===== src/rtl/gcp_pkg.sv =====
// constants and helpers shared by the colour and pattern register bank
// Functional notes
// - at 16 bpp each colour register is a full 16-bit RGB pixel colour.
// - the two source colours replace pixels when monochrome source data is expanded.
// - source bit zero selects the first source colour, bit one the second.
// - four pattern colours, numbered zero to three, colour expanded pattern data.
// - four 32-bit words form one 128-bit pattern, word zero lowest.
// - legacy emulation write and read ports serve emulation; read port resets to zero.
package gcp_pkg;
    localparam logic [15:0] OFF_SRC_COLOR_0 = 16'h810c;
    localparam logic [15:0] OFF_SRC_COLOR_1 = 16'h810e;
    localparam logic [15:0] OFF_PAT_COLOR_0 = 16'h8110;
    localparam logic [15:0] OFF_PAT_COLOR_1 = 16'h8112;
    localparam logic [15:0] OFF_PAT_COLOR_2 = 16'h8114;
    localparam logic [15:0] OFF_PAT_COLOR_3 = 16'h8116;
    localparam logic [15:0] OFF_PAT_WORD_0 = 16'h8120;
    localparam logic [15:0] OFF_PAT_WORD_1 = 16'h8124;
    localparam logic [15:0] OFF_PAT_WORD_2 = 16'h8128;
    localparam logic [15:0] OFF_PAT_WORD_3 = 16'h812c;
    localparam logic [15:0] OFF_LEGACY_WRITE = 16'h8140;
    localparam logic [15:0] OFF_LEGACY_READ = 16'h8144;
    localparam logic [15:0] COLOR_RESET = 16'h0000;
    localparam logic [31:0] WORD_RESET = 32'h0000_0000;
    localparam logic [31:0] LEGACY_READ_RESET = 32'h0000_0000;
    localparam logic [31:0] LEGACY_WRITE_RESET = 32'h0000_0000;
    localparam logic [31:0] UNMAPPED_READ = 32'h0000_0000;
    localparam int NUM_COLORS = 6;
    localparam int NUM_WORDS = 4;
    localparam int PAT_COLOR_BASE = 2;

    // byte-lane merge of a write into an existing 32-bit value
    function automatic logic [31:0] merge_bytes(input logic [31:0] old_v,
                                                input logic [31:0] new_v,
                                                input logic [3:0] strb);
        logic [31:0] r;
        r = old_v;
        for (int i = 0; i < 4; i++) begin
            if (strb[i]) begin
                r[i*8 +: 8] = new_v[i*8 +: 8];
            end
        end
        return r;
    endfunction
endpackage


===== src/rtl/gcp_pat_if.sv =====
// carrier between the bank and its pattern word store
`timescale 1ns/1ns
`default_nettype none
interface gcp_pat_if;
    logic we;
    logic [1:0] waddr;
    logic [31:0] wdata;
    logic [3:0] wstrb;
    logic [1:0] raddr;
    logic [31:0] rdata;
    logic [127:0] bits;
    modport bank (output we, output waddr, output wdata, output wstrb, output raddr,
                  input rdata, input bits);
    modport store (input we, input waddr, input wdata, input wstrb, input raddr,
                   output rdata, output bits);
endinterface
`default_nettype wire


===== src/rtl/gcp_pat_store.sv =====
// four-word pattern store with registered read and a flat 128-bit view
`timescale 1ns/1ns
`default_nettype none
module gcp_pat_store (
    input wire logic ref_clk,
    input wire logic nrst,
    gcp_pat_if.store pif
);
    logic [31:0] word_q [gcp_pkg::NUM_WORDS];
    logic [31:0] rdata_q;

    // word n lands on pattern bits 32n+31 down to 32n
    always_ff @(posedge ref_clk) begin
        for (int i = 0; i < gcp_pkg::NUM_WORDS; i++) begin
            if (!nrst) begin
                word_q[i] <= gcp_pkg::WORD_RESET;
            end else if (pif.we && pif.waddr == i[1:0]) begin
                word_q[i] <= gcp_pkg::merge_bytes(word_q[i], pif.wdata, pif.wstrb);
            end
        end
    end

    // registered read keeps the bus answer off the array fan-in
    always_ff @(posedge ref_clk) begin
        if (!nrst) begin
            rdata_q <= gcp_pkg::WORD_RESET;
        end else begin
            rdata_q <= word_q[pif.raddr];
        end
    end

    assign pif.rdata = rdata_q;
    assign pif.bits = {word_q[3], word_q[2], word_q[1], word_q[0]};
endmodule // gcp_pat_store
`default_nettype wire


===== src/rtl/gcp_regs.sv =====
// colour and pattern register bank with source and pattern colour expansion
`timescale 1ns/1ns
`default_nettype none
module gcp_regs (
    input wire logic ref_clk,
    input wire logic nrst,
    input wire logic [15:0] addr,
    input wire logic wr_en,
    input wire logic [3:0] wstrb,
    input wire logic [31:0] wdata,
    input wire logic rd_en,
    input wire logic expand_req,
    input wire logic mono_bit,
    input wire logic [1:0] pat_index,
    output logic [31:0] rdata_q,
    output logic rvalid_q,
    output logic [15:0] src_pixel_q,
    output logic [15:0] pat_pixel_q,
    output logic pixel_valid_q,
    output logic [127:0] pattern_bits_q,
    output logic [31:0] legacy_write_q,
    output logic legacy_write_pulse_q,
    output logic [31:0] legacy_read_q
);
    typedef enum logic [2:0] {
        GCP_SEL_NONE = 3'b001,
        GCP_SEL_REG = 3'b010,
        GCP_SEL_WORD = 3'b100
    } gcp_sel_type;

    gcp_pat_if pif ();

    logic [15:0] color_q [gcp_pkg::NUM_COLORS];
    logic [2:0] color_idx;
    logic color_hit;
    logic [1:0] word_idx;
    logic word_hit;
    logic legacy_w_hit;
    logic legacy_r_hit;
    logic [31:0] stage_q;
    gcp_sel_type sel_q;
    logic rd_pend_q;
    logic [31:0] stage_d;
    gcp_sel_type sel_d;
    logic [15:0] pat_sel_w;

    // address decode for the 16-bit colours, pattern words and legacy ports
    always_comb begin
        color_hit = 1'b1;
        color_idx = 3'd0;
        if (addr == gcp_pkg::OFF_SRC_COLOR_0) begin
            color_idx = 3'd0;
        end else if (addr == gcp_pkg::OFF_SRC_COLOR_1) begin
            color_idx = 3'd1;
        end else if (addr == gcp_pkg::OFF_PAT_COLOR_0) begin
            color_idx = 3'd2;
        end else if (addr == gcp_pkg::OFF_PAT_COLOR_1) begin
            color_idx = 3'd3;
        end else if (addr == gcp_pkg::OFF_PAT_COLOR_2) begin
            color_idx = 3'd4;
        end else if (addr == gcp_pkg::OFF_PAT_COLOR_3) begin
            color_idx = 3'd5;
        end else begin
            color_hit = 1'b0;
        end
    end

    always_comb begin
        word_hit = 1'b1;
        word_idx = 2'd0;
        if (addr == gcp_pkg::OFF_PAT_WORD_0) begin
            word_idx = 2'd0;
        end else if (addr == gcp_pkg::OFF_PAT_WORD_1) begin
            word_idx = 2'd1;
        end else if (addr == gcp_pkg::OFF_PAT_WORD_2) begin
            word_idx = 2'd2;
        end else if (addr == gcp_pkg::OFF_PAT_WORD_3) begin
            word_idx = 2'd3;
        end else begin
            word_hit = 1'b0;
        end
    end

    assign legacy_w_hit = (addr == gcp_pkg::OFF_LEGACY_WRITE);
    assign legacy_r_hit = (addr == gcp_pkg::OFF_LEGACY_READ);

    // colour registers: whole 16 bits stored, only lanes 0 and 1 matter
    always_ff @(posedge ref_clk) begin
        for (int i = 0; i < gcp_pkg::NUM_COLORS; i++) begin
            if (!nrst) begin
                color_q[i] <= gcp_pkg::COLOR_RESET;
            end else if (wr_en && color_hit && color_idx == i[2:0]) begin
                // size cast drops the upper lanes, which a colour register does not hold
                color_q[i] <= 16'(gcp_pkg::merge_bytes({16'h0000, color_q[i]}, wdata,
                                                       wstrb));
            end
        end
    end

    // pattern words live in the store; reads use the same decoded index
    assign pif.we = wr_en && word_hit;
    assign pif.waddr = word_idx;
    assign pif.wdata = wdata;
    assign pif.wstrb = wstrb;
    assign pif.raddr = word_idx;
    assign pattern_bits_q = pif.bits;

    gcp_pat_store u_store (
        .ref_clk(ref_clk),
        .nrst(nrst),
        .pif(pif)
    );

    // legacy emulation ports are plain storage handed to the emulation side
    always_ff @(posedge ref_clk) begin
        if (!nrst) begin
            legacy_write_q <= gcp_pkg::LEGACY_WRITE_RESET;
            legacy_write_pulse_q <= 1'b0;
            legacy_read_q <= gcp_pkg::LEGACY_READ_RESET;
        end else begin
            legacy_write_pulse_q <= wr_en && legacy_w_hit;
            if (wr_en && legacy_w_hit) begin
                legacy_write_q <= gcp_pkg::merge_bytes(legacy_write_q, wdata, wstrb);
            end
            if (wr_en && legacy_r_hit) begin
                legacy_read_q <= gcp_pkg::merge_bytes(legacy_read_q, wdata, wstrb);
            end
        end
    end

    // read stage one: capture the non-array value and the source to pick
    always_comb begin
        stage_d = gcp_pkg::UNMAPPED_READ;
        sel_d = GCP_SEL_NONE;
        if (color_hit) begin
            stage_d = {16'h0000, color_q[color_idx]};
            sel_d = GCP_SEL_REG;
        end else if (word_hit) begin
            sel_d = GCP_SEL_WORD;
        end else if (legacy_w_hit) begin
            stage_d = legacy_write_q;
            sel_d = GCP_SEL_REG;
        end else if (legacy_r_hit) begin
            stage_d = legacy_read_q;
            sel_d = GCP_SEL_REG;
        end
    end

    always_ff @(posedge ref_clk) begin
        if (!nrst) begin
            stage_q <= gcp_pkg::UNMAPPED_READ;
            sel_q <= GCP_SEL_NONE;
            rd_pend_q <= 1'b0;
        end else begin
            stage_q <= stage_d;
            sel_q <= sel_d;
            rd_pend_q <= rd_en;
        end
    end

    // read stage two: two-cycle answer so word reads align with colour reads
    always_ff @(posedge ref_clk) begin
        if (!nrst) begin
            rdata_q <= gcp_pkg::UNMAPPED_READ;
            rvalid_q <= 1'b0;
        end else begin
            rvalid_q <= rd_pend_q;
            if (rd_pend_q) begin
                case (sel_q)
                    GCP_SEL_WORD: begin
                        rdata_q <= pif.rdata;
                    end
                    GCP_SEL_REG: begin
                        rdata_q <= stage_q;
                    end
                    default: begin
                        rdata_q <= gcp_pkg::UNMAPPED_READ; // unmapped reads as zero
                    end
                endcase
            end
        end
    end

    // expansion: values pass whole; at 8 bpp software already doubled the index
    assign pat_sel_w = color_q[3'(gcp_pkg::PAT_COLOR_BASE) + {1'b0, pat_index}];

    always_ff @(posedge ref_clk) begin
        if (!nrst) begin
            src_pixel_q <= gcp_pkg::COLOR_RESET;
            pat_pixel_q <= gcp_pkg::COLOR_RESET;
            pixel_valid_q <= 1'b0;
        end else begin
            pixel_valid_q <= expand_req;
            if (expand_req) begin
                src_pixel_q <= mono_bit ? color_q[1] : color_q[0];
                pat_pixel_q <= pat_sel_w;
            end
        end
    end
endmodule // gcp_regs
`default_nettype wire


===== config.mk =====
export PLATFORM = sky130hd
export DESIGN_NAME = gcp_regs
export DESIGN_NICKNAME = d
export VERILOG_FILES = /design/src/rtl/gcp_pkg.sv /design/src/rtl/gcp_pat_if.sv /design/src/rtl/gcp_pat_store.sv /design/src/rtl/gcp_regs.sv
export SDC_FILE = /design/constraint.sdc
export NUM_CORES = 1
export LEC_CHECK = 0
export ABC_AREA = 1
export ABC_CLOCK_PERIOD_IN_PS = 3500
export BUFFER_PORTS_ARGS = -buffer_cell sky130_fd_sc_hd__buf_2
export CORE_MARGIN = 5
export CORE_UTILIZATION = 58
export CTS_BUF_LIST = sky130_fd_sc_hd__clkbuf_2
export DETAILED_ROUTE_END_ITERATION = 10
export GPL_ROUTABILITY_DRIVEN = 0
export GPL_TIMING_DRIVEN = 0
export PLACE_DENSITY_LB_ADDON = 0.2
export SLEW_MARGIN = 20
export SYNTH_ARGS = -nofsm -noshare
export SYNTH_HDL_FRONTEND = slang
export SYNTH_SLANG_ARGS = --single-unit

===== constraint.sdc =====
create_clock -name ref_clk -period 3.5 [get_ports ref_clk]
set_input_delay 0.7 -clock ref_clk [delete_from_list [all_inputs] [get_ports ref_clk]]
set_output_delay 0.7 -clock ref_clk [all_outputs]
set_load 0.01 [all_outputs]

* Word-level counts from Yosys, hierarchy flattened *
Memory sizes are Yosys's and may differ from the RTL's. A register that Yosys moved wholly into a read port is not among the register bits.
Index checks and enable logic that the tools add are counted.

cells by class
  reduce and logical (&&, ||, !) cells = 36
  eq/ne operators = 30
  add/subtract/negate cells = 1
  mux-type cells = 159
  bitwise logic cells = 15

operator list
  cell                                                             number
  8-bit 2-to-1 mux                                                 92
  16-bit == test, second input constant                            12
  32-bit 2-to-1 mux                                                6
  16-bit 2-to-1 mux                                                5
  32-bit case mux with 2 select lines                              1
  1-bit 2-to-1 mux                                                 41
  2-bit AND reduction                                              16
  3-bit inequality test, second input constant                     8
  3-bit 2-to-1 mux                                                 7
  1-bit logical AND                                                14
  2-bit 2-to-1 mux                                                 7
  1-bit bitwise OR                                                 14
  3-bit by 2-bit == test with 1-bit output, second input constant  3
  3-bit == test, second input constant                             3
  2-bit == test, second input constant                             2
  2-bit by 2-bit adder with 3-bit output, first input constant     1
  3-bit by 1-bit == test with 1-bit output, second input constant  1
  3-bit zero test                                                  1
  3-bit OR reduction                                               1
  2-bit by 1-bit == test with 1-bit output, second input constant  1
  1-bit zero test                                                  2
  2-bit zero test                                                  1
  2-bit OR reduction                                               1
  1-bit inverter                                                   1

word-level totals
  RAM bits = 224
  output and inout port bits = 259
  memories = 2
  register bits = 151
  word-level logic and storage cells = 261
  input port bits = 60

memory list
  name            depth  width  rd ports  clocked after memory_dff  wr ports  RTL line            RTL
  u_store.word_q  4      32     5         1                         4         gcp_pat_store.sv:9  logic [31:0] word_q [gcp_pkg::NUM_WORDS];
  color_q         6      16     4         1                         6         gcp_regs.sv:33      logic [15:0] color_q [gcp_pkg::NUM_COLORS];

* Logic depth before layout (Yosys ltp) *
  word-level depth = 14
  depth in mapped cells = 15
  depth with buffers taken out = 14

* Cells and area by module *
Synthesis repeated with hierarchy kept, for this count alone.

unflattened totals
  cells, all modules = 2147
  area total of the unflattened synthesis = 18691.7 um^2

modules (own cells, without submodules)
  module         instances  seq. area each (um^2)  cells each  area an instance (um^2)
  gcp_regs       1          6226.0                 1405        11798.8
  gcp_pat_store  1          4484.3                 742         6892.9

* Least setup slack after synthesis *
OpenSTA, ideal clock, no wires.

  path kind = input -> register
  start point = in addr[11]
  end point = mem u_store.word_q[3][16] (enable)
  buffers on the path = 1
  data required time = 3116 ps
  setup time = 384 ps
  stages = 10
  data arrival time = 2424 ps
  path slack = 692 ps
  cell sequence = nor2_1 -> nand2_1 -> nor2_8 -> nand2_4 -> nand2_1 -> nand2_2 -> inv_2 -> buf_6 -> nand3_4 -> o21ai_0

RTL lines
  element             RTL line            RTL
  start: declaration  gcp_regs.sv:7       input wire logic [15:0] addr,
  end: declaration    gcp_pat_store.sv:9

==> qor.txt <==
STATUS
--------------------------------------------------------------------------------------------------------
Result of the run                                                                           finished, final reports clean

CRITICAL PATH
--------------------------------------------------------------------------------------------------------
Critical path, cell by cell                                                                 buf_2 > nor2_1 > nand2_1 > nor2_8 > nand2_1 > nand2_1 > o21ai_4 > inv_2 > nand4_4 > o21ai_1
Most prevalent standard cell on the critical path                                           sky130_fd_sc_hd__nand2_1
Critical Setup Path Class                                                                         in2reg
Critical Path End Type                                                                         flip-flop
Crit-path max FO                                                                                       9
Largest incremental delay on the critical path                                                    880 ps
Data required time at the worst endpoint                                                         4070 ps
CP startpoint kind                                                                            input port
Data arrival time of the critical path                                                           3030 ps
Standard cell with the maximum stage delay on the critical path                             sky130_fd_sc_hd__o21ai_1

HOLD PATH
--------------------------------------------------------------------------------------------------------
Worst hold-check path type                                                                        in2reg

GLOBAL ROUTING
--------------------------------------------------------------------------------------------------------
Maximum number of pins on one net before global-route repair                                          15
Number of antenna violations at the first check in global routing                                      3
Leftover overflow at the end of global routing                                                         0
Vias in the first global route                                                                     16.5k
Global-route usage over all layers                                                                 36.0%
First-pass GRT wire length                                                                       97.6 mm

STA
--------------------------------------------------------------------------------------------------------
Relative slew slack                                                                                27.3%
Count of final max-slew check failures                                                                 0
Time the final worst path needs with I/O delays and setup                                        2460 ps
Final Hold Slack                                                                                 64.7 ps
Highest achievable clock rate                                                                  0.407 GHz
Share of the cycle needed by the critical path after routing                                       70.3%
Least-Margin Pin Slew                                                                            1080 ps
Setup repair after global routing missed its margin                                                   no
Number of hold violations in the final report                                                          0
Aggregate negative setup slack                                                                      0 ps
Worst clock skew                                                                                  137 ps
Setup-violating endpoint count in the final report                                                     0

LAYOUT
--------------------------------------------------------------------------------------------------------
Layout cells sized above 1                                                                         23.4%
Final nets                                                                                          2498
Fill count                                                                                          2557
Area growth from synthesis to final layout                                                         17.1%

SYNTHESIS
--------------------------------------------------------------------------------------------------------
Count of unique library cells instantiated by Yosys                                                   44
Sequential fraction of the synthesis area                                                          58.6%
Most frequently used flop master after synthesis                                            sky130_fd_sc_hd__edfxtp_1
Synthesized net count                                                                               2067
Proportion of register bits with asynchronous set or reset after synthesis                            0%
Library cell with the largest summed area after synthesis                                   sky130_fd_sc_hd__edfxtp_1
Total standard cell area after synthesis                                                     18300 sq um
Dominant cells by area after synthesis                                                      sky130_fd_sc_hd__edfxtp_1, sky130_fd_sc_hd__dfxtp_1, sky130_fd_sc_hd__nor2_1, sky130_fd_sc_hd__nand2_1, sky130_fd_sc_hd__inv_1
Synthesized area per cell                                                                     9.11 sq um
Number of synthesized register bits                                                                  423
Synthesis warning total                                                                                0
Post-synthesis cell count                                                                           2007
Area share of the largest cell type after synthesis                                                36.8%
Number of enable flip-flop cells after synthesis                                                     224

FLOORPLANNING
--------------------------------------------------------------------------------------------------------
Total Die Area                                                                               35200 sq um
Die height                                                                                   188 microns
Rows                                                                                                  65
Initial standard-cell utilization of the core                                                      58.4%
Core region area                                                                             31300 sq um
Horizontal extent of the die                                                                 188 microns
Top Ports                                                                                            319

ROUTING
--------------------------------------------------------------------------------------------------------
Detailed router's first-iteration violation count                                                   2546
DRT Pass-1 Iters                                                                                       7
Final wirelength                                                                                 65.6 mm
DRC violation count after routing                                                                      0
Final ANT Viol Nets                                                                                    0
Via count                                                                                          17.5k
Vias per cell                                                                                       5.98
Avg WL per Cell                                                                             22.4 microns

PLACEMENT
--------------------------------------------------------------------------------------------------------
Sum of net half-perimeters after detailed placement                                              49.0 mm
Count of input and output buffers                                                                    311

CLOCK NETWORK
--------------------------------------------------------------------------------------------------------
Post-CTS clock slew at the launch and capture registers of the worst setup and hold paths         100 ps
CTS H-tree lvls                                                                                        3
Clock tree from TritonCTS                                                                           done
Latest clock arrival within the worst-skew pair                                                  1020 ps
Clock buffers created by TritonCTS                                                                   103
Sinks on Clock Net                                                                                   423
Library cell used as clock root buffer                                                      sky130_fd_sc_hd__clkbuf_2
Max clock buf depth                                                                                    3
CTS resizes                                                                                            0

POWER
--------------------------------------------------------------------------------------------------------
Worst ir drop on vdd                                                                            0.294 mV
Leak pwr                                                                                         9.73 nW
Pwr/cell area                                                                                445 nW/um^2

JOB
--------------------------------------------------------------------------------------------------------
Maximum Capacitance Violations                                                                         0

-- worst max-delay path, delay by kind of cell --
family	cells	cell delay, ps
and+or+nand+nor	6	1020
AOI/OAI and AO/OA	2	1010
buffers and inverters	2	290
-- sequential cells by signal, indices dropped and copies added (netlist names), 3 cells and up --
name,count
u_store.word_q,128
color_q,96
legacy_read_q,32
legacy_write_q,32
rdata_q,32
stage_q,32
u_store.pif.rdata,32
pat_pixel_q,16
src_pixel_q,16
sel_q,3
-- worst paths after layout --
path / startpoint / endpoint / slack, ps / depth (start not counted)
min: wdata[0] / legacy_read_q[0] / 60 / 3
max reg2reg: sel_q[2] / rdata_q[1] / 1780 / 5
min reg2reg: pat_pixel_q[12] / pat_pixel_q[12] / 490 / 2
max: addr[11] / u_store.word_q[0][9] / 1040 / 10
-- area by class of cell --
type	instances	area, sq um	area share (%)
diodes	3	7.51	0.0351
plain buffers	138	667	3.11
clock buffers	152	761	3.55
clock inverters	37	155	0.725
inverters	243	915	4.27
multi-input cells	1203	5990	28.0
flip-flops and latches	423	10700	50.0
well taps	402	503	2.35
repair buffers	326	1710	7.97
-- kinds of logic (layout without fill, tap and decap cells) --
logic type	Yosys count	count (layout)	share of synthesized area, %
buf+inv	381	896	8.65
simple gates	792	792	19.2
other cells	0	3	0
compound gates	411	411	13.6
flops	423	423	58.6
-- per-layer routing --
metal,vias up,GRT usage [%],wire (microns)
met5,-,0,0
met2,1565,53.6,28200
met3,186,12.1,10700
li1,7675,-,-
met1,8077,49.3,24100
met4,0,13.7,2550
-- synthesized netlist by cell type, drive strengths merged, types with 17 or more instances --
| master | number |
|---|---|
| o221ai | 31 |
| buf | 54 |
| a32oi | 23 |
| nand2 | 301 |
| dfxtp | 199 |
| a21oi | 103 |
| a31oi | 17 |
| inv | 241 |
| o21ai | 183 |
| o211ai | 34 |
| clkbuf | 84 |
| edfxtp | 224 |
| a41oi | 18 |
| nand3 | 150 |
| nor2 | 327 |
-- power breakdown --
| group | total [mW] | switching [mW] | internal (mW) | leakage, nW |
|---|---|---|---|---|
| combinational | 0.790 | 0.561 | 0.229 | 5.28 |
| sequential | 5.55 | 0.137 | 5.41 | 3.75 |
| clock | 3.19 | 2.02 | 1.17 | 0.701 |
| total | 9.53 | 2.72 | 6.81 | 9.73 |
-- per-stage QoR --
stage	total power, mW	utilization, %	cell area, sq um	instances	setup slack [ps]
global placement	6.38	64.9	20300	2720	-182
finish	9.53	68.4	21400	2927	1040
floorplan	5.99	-	18300	2007	692
detailed placement	6.40	64.9	20300	2720	-12.6
CTS	9.48	68.4	21400	2924	971
global route	9.86	68.4	21400	2927	967
-- repair_timing --
item,4_1_cts,5_1_grt
hold buffers,15,0
setup buffers,0,0
setup endpoints to repair,0,0
hold endpoints to repair,24,0
-- layout by cell type (no fill, tap or decap), types with 3 or more instances in the layout --
| cell type | synthesis | layout |
|---|---|---|
| sky130_fd_sc_hd__nand4_1 | 4 | 4 |
| sky130_fd_sc_hd__a41oi_1 | 18 | 18 |
| sky130_fd_sc_hd__o211ai_1 | 32 | 32 |
| sky130_fd_sc_hd__nor2_2 | 5 | 5 |
| sky130_fd_sc_hd__nand2_1 | 288 | 288 |
| sky130_fd_sc_hd__nand2_4 | 5 | 5 |
| sky130_fd_sc_hd__o21ai_1 | 28 | 48 |
| sky130_fd_sc_hd__nand2_2 | 7 | 7 |
| sky130_fd_sc_hd__a21oi_1 | 103 | 103 |
| sky130_fd_sc_hd__o21ai_0 | 153 | 133 |
| sky130_fd_sc_hd__buf_2 | 28 | 339 |
| sky130_fd_sc_hd__clkbuf_1 | 84 | 83 |
| sky130_fd_sc_hd__buf_4 | 12 | 12 |
| sky130_fd_sc_hd__a31oi_1 | 17 | 17 |
| sky130_fd_sc_hd__edfxtp_1 | 224 | 224 |
| sky130_fd_sc_hd__buf_1 | 5 | 5 |
| sky130_fd_sc_hd__clkbuf_2 | 0 | 153 |
| sky130_fd_sc_hd__o221ai_1 | 31 | 31 |
| sky130_fd_sc_hd__a32oi_1 | 23 | 23 |
| sky130_fd_sc_hd__nand3_1 | 140 | 140 |
| sky130_fd_sc_hd__dlygate4sd3_1 | 0 | 15 |
| sky130_fd_sc_hd__clkinv_1 | 2 | 33 |
| sky130_fd_sc_hd__buf_6 | 9 | 9 |
| sky130_fd_sc_hd__nor2_8 | 4 | 4 |
| sky130_fd_sc_hd__inv_1 | 221 | 221 |
| sky130_fd_sc_hd__nor2_4 | 7 | 7 |
| sky130_fd_sc_hd__nor2_1 | 311 | 311 |
| sky130_fd_sc_hd__nand3_2 | 8 | 8 |
| sky130_fd_sc_hd__inv_2 | 19 | 20 |
| sky130_fd_sc_hd__diode_2 | 0 | 3 |
| sky130_fd_sc_hd__dfxtp_1 | 199 | 199 |
(Power assumes the default switching activity.)
